**config.mk**
```make
export PLATFORM = sky130hd
export DESIGN_NAME = wcm_device_flat
export DESIGN_NICKNAME = d
export VERILOG_FILES = /design/src/core/wcm_pkg.sv /design/src/core/wcm_link_if.sv /design/src/core/wcm_device.sv /design/src/flat_wrapper.sv
export VERILOG_INCLUDE_DIRS = /design/src /design/src/core
export SDC_FILE = /design/constraint.sdc
export NUM_CORES = 1
export LEC_CHECK = 0
export BUFFER_PORTS_ARGS = -buffer_cell sky130_fd_sc_hd__buf_4
export CAP_MARGIN = 20
export CORE_MARGIN = 4
export CORE_UTILIZATION = 50
export CTS_BUF_LIST = sky130_fd_sc_hd__clkbuf_16
export DETAILED_ROUTE_END_ITERATION = 8
export HOLD_SLACK_MARGIN = 0.12
export PLACE_DENSITY = 0.75
export SLEW_MARGIN = 15
export SYNTH_ARGS = -nofsm -noshare
export SYNTH_HDL_FRONTEND = slang
export SYNTH_SLANG_ARGS = --single-unit
```
**constraint.sdc**
```tcl
create_clock -name core_clk -period 3.9 [get_ports core_clk]
set_input_delay 0 -clock core_clk [delete_from_list [all_inputs] [get_ports core_clk]]
set_output_delay 0 -clock core_clk [all_outputs]
set_load 0.02 [all_outputs]
```
**src/core/wcm_defines.svh**
```systemverilog
// register map, field positions, reset values and timing counts
`ifndef WCM_DEFINES_SVH
`define WCM_DEFINES_SVH

// register addresses
`define WCM_ADDR_MODE_PLL_A  3'h0
`define WCM_ADDR_MULT_PLL_B  3'h1
`define WCM_ADDR_DIV_A       3'h2
`define WCM_ADDR_DIV_B       3'h3
`define WCM_ADDR_OUT_EN      3'h4
`define WCM_NUM_REGS         3'h5

// field positions
`define WCM_PLL_EN_BIT       0
`define WCM_CFG_HI           4
`define WCM_CFG_LO           1
`define WCM_MULT_HI          4
`define WCM_MULT_LO          1
`define WCM_OE_FRAME_BIT     4
`define WCM_OE_A_BIT         3
`define WCM_OE_B_BIT         2
`define WCM_LOCK_B_BIT       1
`define WCM_LOCK_A_BIT       0

// values
`define WCM_REG_RESET        5'h00
`define WCM_CFG_E1_T1        4'h8
`define WCM_MULT_ONE         4'h0
`define WCM_DIV_FWD          5'h1F
`define WCM_OE_ALL           5'h1F

// serial frame: rw, addr[2:0], data[4:0], msb first
`define WCM_FRAME_BITS       4'h9
`define WCM_HDR_BITS         4'h4
`define WCM_SCLK_HALF_M1     3'h3

`endif

```
**src/core/wcm_pkg.sv**
```systemverilog
// shared types of the clock mode configuration block
package wcm_pkg;

   typedef enum logic [1:0] {
      wcm_mode_other,
      wcm_mode_e1_t1_fwd,
      wcm_mode_rev_slave
   } wcm_mode_t;

   typedef enum logic [1:0] {
      wcm_host_idle,
      wcm_host_shift,
      wcm_host_done
   } wcm_host_st_t;

endpackage : wcm_pkg

```
**src/core/wcm_link_if.sv**
```systemverilog
// serial command link between host and configuration device
`timescale 1ns/1ps
interface wcm_link_if;
   logic rate_family_select;  // master select pin, high = master
   logic cs_n;                // frame select, active low
   logic sclk;                // serial clock made by host
   logic sdi;                 // host to device data
   logic sdo;                 // device to host data
   logic sdo_oe;              // device drives sdo
   logic sdo_line;            // resolved wire level

   // undriven line reads low, as with a pull-down
   assign sdo_line = sdo_oe & sdo;

   modport device (
      input  rate_family_select,
      input  cs_n,
      input  sclk,
      input  sdi,
      output sdo,
      output sdo_oe
   );

   modport host (
      output rate_family_select,
      output cs_n,
      output sclk,
      output sdi,
      input  sdo_line
   );
endinterface : wcm_link_if

```
**src/core/wcm_device.sv**
```systemverilog
// configuration device: serial register slave, mode decode, output gating
`timescale 1ns/1ps
// How it works
// - select pin high means master, full-rate reference
// - select pin low means slave, 8kHz reference
// - master with code 1000 gives E1-to-T1 forward
// - slave with code 1000 gives reverse slave
// - register zero D0 enables first PLL
// - register one D4-D1 hold multiple minus one
// - register one D0 enables second PLL
// - host writes 11111 to registers two, three in master mode
// - reverse slave ignores registers two and three
// - host writes 0000 multiple in slave mode
// - register four D4-D2 gate sync, outputs
// - register four D1, D0 enable lock indication
// - lock output: both, first, second, or low
`include "wcm_defines.svh"
module wcm_device (
   input  wire logic         core_clk,               // 125 MHz clock
   input  wire logic         arst_n,                 // async reset
   wcm_link_if.device        ser,                    // serial port pins
   input  wire logic         pll_a_locked,           // first pll lock
   input  wire logic         pll_b_locked,           // second pll lock
   output wcm_pkg::wcm_mode_t mode,                  // decoded mode
   output logic              master_mode,            // full-rate ref
   output logic              ref_is_8khz,            // 8kHz ref expected
   output logic              first_pll_enable,       // pll a running
   output logic              second_pll_enable,      // pll b running
   output logic [3:0]        ref_multiple,           // q minus one
   output logic [4:0]        divider_a,              // effective div a
   output logic [4:0]        divider_b,              // effective div b
   output logic              divider_used,           // div regs in use
   output logic              frame_pulse_out_enable, // sync driver on
   output logic              output_a_enable,        // out a driver on
   output logic              output_b_enable,        // out b driver on
   output logic              lock_indicator_output   // lock pin level
);

   typedef struct packed {
      logic [4:0][4:0]    regs;     // command registers 0..4
      logic               sclk_q;   // previous serial clock
      logic [3:0]         cnt;      // bits taken this frame
      logic [8:0]         shf;      // incoming frame bits
      logic               rd_act;   // frame is a read
      logic [4:0]         rd;       // read data to shift out
      logic               sdo;
      logic               sdo_oe;
      wcm_pkg::wcm_mode_t mode;
      logic               master;
      logic               ref8k;    // slow reference expected
      logic               pll_a;
      logic               pll_b;
      logic [3:0]         mult;
      logic [4:0]         div_a;
      logic [4:0]         div_b;
      logic               div_used;
      logic               oe_frame;
      logic               oe_a;
      logic               oe_b;
      logic               lock;
   } wcm_dev_state_t;

   wcm_dev_state_t s;
   wcm_dev_state_t n;

   // register read; unmapped addresses read as zero
   function automatic logic [4:0] wcm_read(
      input logic [4:0][4:0] regs,
      input logic [2:0]      addr
   );
      if (addr < `WCM_NUM_REGS) begin
         wcm_read = regs[addr];
      end else begin
         wcm_read = 5'h00;
      end
   endfunction : wcm_read

   // lock pin function picked by the two lock control bits
   function automatic logic wcm_lock(
      input logic [1:0] sel,
      input logic       en_a,
      input logic       en_b,
      input logic       lk_a,
      input logic       lk_b
   );
      case (sel)
         2'h3: begin
            // one disabled pll does not hold the pin low; with both disabled the pin is low
            wcm_lock = (en_a | en_b) & (~en_a | lk_a) & (~en_b | lk_b);
         end
         2'h1: begin
            wcm_lock = lk_a;
         end
         2'h2: begin
            wcm_lock = lk_b;
         end
         default: begin
            wcm_lock = 1'b0;
         end
      endcase
   endfunction : wcm_lock

   // next state: serial shifter, register writes, mode decode
   always_comb begin
      n = s;
      n.sclk_q = ser.sclk;
      if (ser.cs_n) begin
         // frame ended: drop the shifter and release sdo
         n.cnt    = 4'h0;
         n.rd_act = 1'b0;
         n.sdo    = 1'b0;
         n.sdo_oe = 1'b0;
      end else if (ser.sclk && !s.sclk_q
                   && s.cnt != `WCM_FRAME_BITS) begin
         // rising edge: take one bit
         n.cnt = s.cnt + 4'h1;
         n.shf = {s.shf[7:0], ser.sdi};
         if (s.cnt == `WCM_HDR_BITS - 4'h1 && s.shf[2]) begin
            n.rd_act = 1'b1;
            n.rd     = wcm_read(s.regs, {s.shf[1:0], ser.sdi});
         end
         if (s.cnt == `WCM_FRAME_BITS - 4'h1 && !s.shf[7]
             && s.shf[6:4] < `WCM_NUM_REGS) begin
            n.regs[s.shf[6:4]] = {s.shf[3:0], ser.sdi};
         end
      end else if (!ser.sclk && s.sclk_q && s.rd_act) begin
         // falling edge: present the next read bit
         if (s.cnt == `WCM_FRAME_BITS) begin
            n.sdo_oe = 1'b0;
            n.sdo    = 1'b0;
         end else begin
            n.sdo_oe = 1'b1;
            n.sdo    = s.rd[4];
            n.rd     = {s.rd[3:0], 1'b0};
         end
      end

      // mode follows the pin and register zero every cycle
      n.master = ser.rate_family_select;
      // own flop so the pin stays low, not high, while in reset
      n.ref8k  = ~ser.rate_family_select;
      if (n.regs[`WCM_ADDR_MODE_PLL_A][`WCM_CFG_HI:`WCM_CFG_LO]
          == `WCM_CFG_E1_T1) begin
         if (ser.rate_family_select) begin
            n.mode = wcm_pkg::wcm_mode_e1_t1_fwd;
         end else begin
            n.mode = wcm_pkg::wcm_mode_rev_slave;
         end
      end else begin
         n.mode = wcm_pkg::wcm_mode_other;
      end

      n.pll_a = n.regs[`WCM_ADDR_MODE_PLL_A][`WCM_PLL_EN_BIT];
      n.pll_b = n.regs[`WCM_ADDR_MULT_PLL_B][`WCM_PLL_EN_BIT];
      n.mult  = n.regs[`WCM_ADDR_MULT_PLL_B]
                      [`WCM_MULT_HI:`WCM_MULT_LO];

      // divider registers have no say in reverse slave
      if (n.mode == wcm_pkg::wcm_mode_rev_slave) begin
         n.div_a    = 5'h00;
         n.div_b    = 5'h00;
         n.div_used = 1'b0;
      end else begin
         n.div_a    = n.regs[`WCM_ADDR_DIV_A];
         n.div_b    = n.regs[`WCM_ADDR_DIV_B];
         n.div_used = 1'b1;
      end

      // a driver needs its enable bit and, for clocks, its pll
      n.oe_frame = n.regs[`WCM_ADDR_OUT_EN][`WCM_OE_FRAME_BIT];
      n.oe_a = n.regs[`WCM_ADDR_OUT_EN][`WCM_OE_A_BIT] & n.pll_a;
      n.oe_b = n.regs[`WCM_ADDR_OUT_EN][`WCM_OE_B_BIT] & n.pll_b;
      n.lock = wcm_lock(
         {n.regs[`WCM_ADDR_OUT_EN][`WCM_LOCK_B_BIT],
          n.regs[`WCM_ADDR_OUT_EN][`WCM_LOCK_A_BIT]},
         n.pll_a, n.pll_b, pll_a_locked, pll_b_locked);
   end

   // state register; registers clear so every driver starts off
   always_ff @(posedge core_clk or negedge arst_n) begin
      if (!arst_n) begin
         s.regs     <= {5{`WCM_REG_RESET}};
         s.sclk_q   <= 1'b0;
         s.cnt      <= 4'h0;
         s.shf      <= 9'h000;
         s.rd_act   <= 1'b0;
         s.rd       <= 5'h00;
         s.sdo      <= 1'b0;
         s.sdo_oe   <= 1'b0;
         s.mode     <= wcm_pkg::wcm_mode_other;
         s.master   <= 1'b0;
         s.ref8k    <= 1'b0;
         s.pll_a    <= 1'b0;
         s.pll_b    <= 1'b0;
         s.mult     <= 4'h0;
         s.div_a    <= 5'h00;
         s.div_b    <= 5'h00;
         s.div_used <= 1'b0;
         s.oe_frame <= 1'b0;
         s.oe_a     <= 1'b0;
         s.oe_b     <= 1'b0;
         s.lock     <= 1'b0;
      end else begin
         s <= n;
      end
   end

   // outputs straight from the state register
   assign ser.sdo                = s.sdo;
   assign ser.sdo_oe             = s.sdo_oe;
   assign mode                   = s.mode;
   assign master_mode            = s.master;
   assign ref_is_8khz            = s.ref8k;
   assign first_pll_enable       = s.pll_a;
   assign second_pll_enable      = s.pll_b;
   assign ref_multiple           = s.mult;
   assign divider_a              = s.div_a;
   assign divider_b              = s.div_b;
   assign divider_used           = s.div_used;
   assign frame_pulse_out_enable = s.oe_frame;
   assign output_a_enable        = s.oe_a;
   assign output_b_enable        = s.oe_b;
   assign lock_indicator_output  = s.lock;

endmodule : wcm_device

```
**src/flat_wrapper.sv**
```systemverilog
// flat-port wrapper written by rule: the top's interface ports become plain ports
module wcm_device_flat 
  (core_clk, arst_n, pll_a_locked, pll_b_locked, mode, master_mode, ref_is_8khz, first_pll_enable, second_pll_enable, ref_multiple, divider_a, divider_b, divider_used, frame_pulse_out_enable, output_a_enable, output_b_enable, lock_indicator_output, ser_rate_family_select, ser_cs_n, ser_sclk, ser_sdi, ser_sdo, ser_sdo_oe);
  wcm_link_if ser_i ();
  input  wire logic core_clk;
  input  wire logic arst_n;
  input  wire logic pll_a_locked;
  input  wire logic pll_b_locked;
  output wcm_pkg::wcm_mode_t mode;
  output logic master_mode;
  output logic ref_is_8khz;
  output logic first_pll_enable;
  output logic second_pll_enable;
  output logic [3:0] ref_multiple;
  output logic [4:0] divider_a;
  output logic [4:0] divider_b;
  output logic divider_used;
  output logic frame_pulse_out_enable;
  output logic output_a_enable;
  output logic output_b_enable;
  output logic lock_indicator_output;
  input wire logic [$bits(ser_i.rate_family_select)-1:0] ser_rate_family_select;
  input wire logic [$bits(ser_i.cs_n)-1:0] ser_cs_n;
  input wire logic [$bits(ser_i.sclk)-1:0] ser_sclk;
  input wire logic [$bits(ser_i.sdi)-1:0] ser_sdi;
  output wire logic [$bits(ser_i.sdo)-1:0] ser_sdo;
  output wire logic [$bits(ser_i.sdo_oe)-1:0] ser_sdo_oe;
  assign ser_i.rate_family_select = ser_rate_family_select;
  assign ser_i.cs_n = ser_cs_n;
  assign ser_i.sclk = ser_sclk;
  assign ser_i.sdi = ser_sdi;
  assign ser_sdo = ser_i.sdo;
  assign ser_sdo_oe = ser_i.sdo_oe;
  wcm_device u_core (.core_clk(core_clk), .arst_n(arst_n), .ser(ser_i), .pll_a_locked(pll_a_locked), .pll_b_locked(pll_b_locked), .mode(mode), .master_mode(master_mode), .ref_is_8khz(ref_is_8khz), .first_pll_enable(first_pll_enable), .second_pll_enable(second_pll_enable), .ref_multiple(ref_multiple), .divider_a(divider_a), .divider_b(divider_b), .divider_used(divider_used), .frame_pulse_out_enable(frame_pulse_out_enable), .output_a_enable(output_a_enable), .output_b_enable(output_b_enable), .lock_indicator_output(lock_indicator_output));
endmodule
```
==> qor.csv <==
metric,value,unit
crit_path_max_fanout,6,
dr.pass1.iters,4,
vias,1745,
synth_cell_types,40,
grt_max_degree,65,
crit_arrival,3710,ps
diodes,0,
finalClockSkew,6.141,ps
area_growth,18.82,%
yosysWarnings,0,
hold_path.class,primary input to async pin,
avgSynthCellArea,12.63,um^2
ys_ff_latch,64,
yosysTopAreaCell,dfrtp_1,
cts_num_sinks,64,
synth_edf_count,0,
setup_viol,0,
fin_area,3437,um^2
max-slew-margin-rel,0.4732,
vdd_ir_drop_max,254.9,uV
finalHoldViolations,0,
die_area,7066,um^2
nNetsFinal,268,
root_buffer,clkbuf_16,
die_x,84.06,um
finalMaxSlewViolations,0,
groute.layer.met1.usage,0.2272,
fin_crit,3500,ps
drive_gt1_frac,0.3473,
cts_buffers,9,
ys_async_sr_fraction,1.000,
use_met3,0.03850,
critPathCaptureType,flop,
cts_max_level,3,
use_met2,0.2482,
cp_num_buf_inv,2,
setup_tns,0,ps
worstSetupStartpointType,flop,
post_drt_wl_per_cell,16.10,um
cpMaxStageDelayCell,or4b_4,
synth_nets,240,
synth_cells,229,
track_usage,0.1677,
path_cells,ha_1 > or4b_4 > nor4_4 > mux2i_1 > inv_1 > and2_1 > o311a_1 > a21o_1 > dlygate4sd3_1,
dp_hpwl,3474,um
rsz0062_at_grt,no,
clk_pin_slew_worst_paths,50,ps
required,4110,ps
synth_common_cells,"dfrtp_1 (64), mux2_2 (28), buf_4 (16)",
synth.most_common_cell,dfrtp_1,
power_density,486.6,nW/um^2
core,5574,um^2
grt_pass1_vias,1784,
cp_top_family,simple AND/OR/NAND/NOR gates,
status,finished clean,
fmax,285.7,MHz
postRouteAntennaNets,0,
ys.flop_type,dfrtp_1,
grt_pass1_wl,9032,um
critPathMaxStageDelay,590,ps
placed_area,3077,um^2
ctsResizeCount,0,
synth_area_leaders,"dfrtp_1 (55%), mux2_2 (11%), buf_4 (4.2%), mux4_2 (3.9%), and2_1 (1.9%)",
seq_area_frac_synth,0.5536,
synth_top_area_frac,0.5536,
worstSetupPathType,flop to flop,
clk_path_buf_depth,2,
grt_antenna_before_repair,0,
first_iter_violations,77,
io-pin-count,35,
netlist_area,2893,um^2
grt.busiest_layer,met2,
port_buffers,34,
start_util,0.5190,
worst_pin_slew,790.2,ps
drc_errors,0,
p_leak,0.001665,uW
num_rows,27,
die_h,84.06,um
clk_latency,330,ps
drt_wl_total,5377,um
cap_violations,0,
cts_tree,done,
routabilityCongestion,0.7803,
vias_per_cell,5.225,
grt-ovfl-total,0,
period_share,0.8974,
## cells by family after synthesis
group	count (synthesis)	synth area share
fa+ha+maj	3	0.01298
flops	64	0.5536
buf+inv	34	0.07007
simple gates	68	0.1440
mux	38	0.1713
xor+xnor	3	0.009085
compound gates	19	0.03893
## power by group
group	internal [uW]	switching, uW
Clock	488	285
Sequential	701	78.2
Combinational	63.7	56.0
Total	1250	420
## layer usage
layer,up-vias,part of all wire
met5,-,0
met4,0,0.022
met3,10,0.040
met2,39,0.46
met1,872,0.48
li1,824,-
## timing repair
item / 4_1_cts / 5_1_grt
hold buffers: 7 / 0
buffers inserted: 0 / 0
hold endpoints to repair: 93 / 0
## cells in the final DEF (no fill, tap or decap), types with 2 or more instances in the layout
cell / synthesis / final
mux4_2: 5 / 5
inv_2: 2 / 2
clkinvlp_4: 0 / 2
mux2_2: 28 / 28
ha_1: 3 / 3
clkbuf_16: 0 / 9
o21ai_0: 9 / 9
buf_4: 16 / 35
nor4_4: 2 / 2
mux2i_1: 3 / 3
xor2_1: 2 / 2
a21oi_1: 4 / 4
nand2b_1: 6 / 6
nor2_1: 13 / 13
and2_1: 9 / 9
nand2_1: 10 / 10
nor2b_1: 7 / 7
dfrtp_1: 64 / 64
inv_1: 7 / 9
nand4_1: 2 / 2
dlygate4sd3_1: 0 / 7
nor4b_1: 2 / 2
nand3_1: 9 / 9
## metrics by stage
stage | utilization | hold slack, ps | instances | power, uW | worst slack [ps]
2_1_floorplan | - | -295.6 | 229 | 855.6 | 1216
3_3_place_gp | 0.5520 | 134.7 | 311 | 902.0 | 1048
3_5_place_dp | 0.5520 | 136.2 | 311 | 905.4 | 969.3
4_1_cts | 0.6166 | 332.8 | 334 | 1688 | 408.0
5_1_grt | 0.6166 | 356.8 | 334 | 1740 | 260.3
6_report | 0.6166 | 296.0 | 334 | 1672 | 400.3
## area by class of cell
class	instances	area [um^2]
Sequential cell	64	1602
Inverter	9	33.78
Multi-Input combinational cell	131	1089
Clock inverter	7	65.06
Timing Repair Buffer	42	332.8
Tap cell	72	90.09
Clock buffer	9	225.2
Fill cell	470	2137
## sequential cells by signal, indices dropped and copies added, names as in the netlist, 2 cells and up
signal and flops:
u_core.s 42, u_core.divider_a 5, u_core.divider_b 5, u_core.mode 2
## path summary, 6_finish.rpt
kind	end	slack, ps	depth (start not counted)	start
worst max register to register	u_core.lock_indicator_output	400	9	u_core.s[42]
max in group asynchronous	u_core.ser.sdo_oe	3070	2	arst_n
min in group core_clk	u_core.s[46]	360	2	ser_sclk
worst min-delay path	u_core.s[47]	300	2	arst_n
worst min register to register	u_core.s[28]	480	2	u_core.s[28]
worst max-delay path	u_core.lock_indicator_output	400	9	u_core.s[42]
Power figures use the tool's default switching activity.
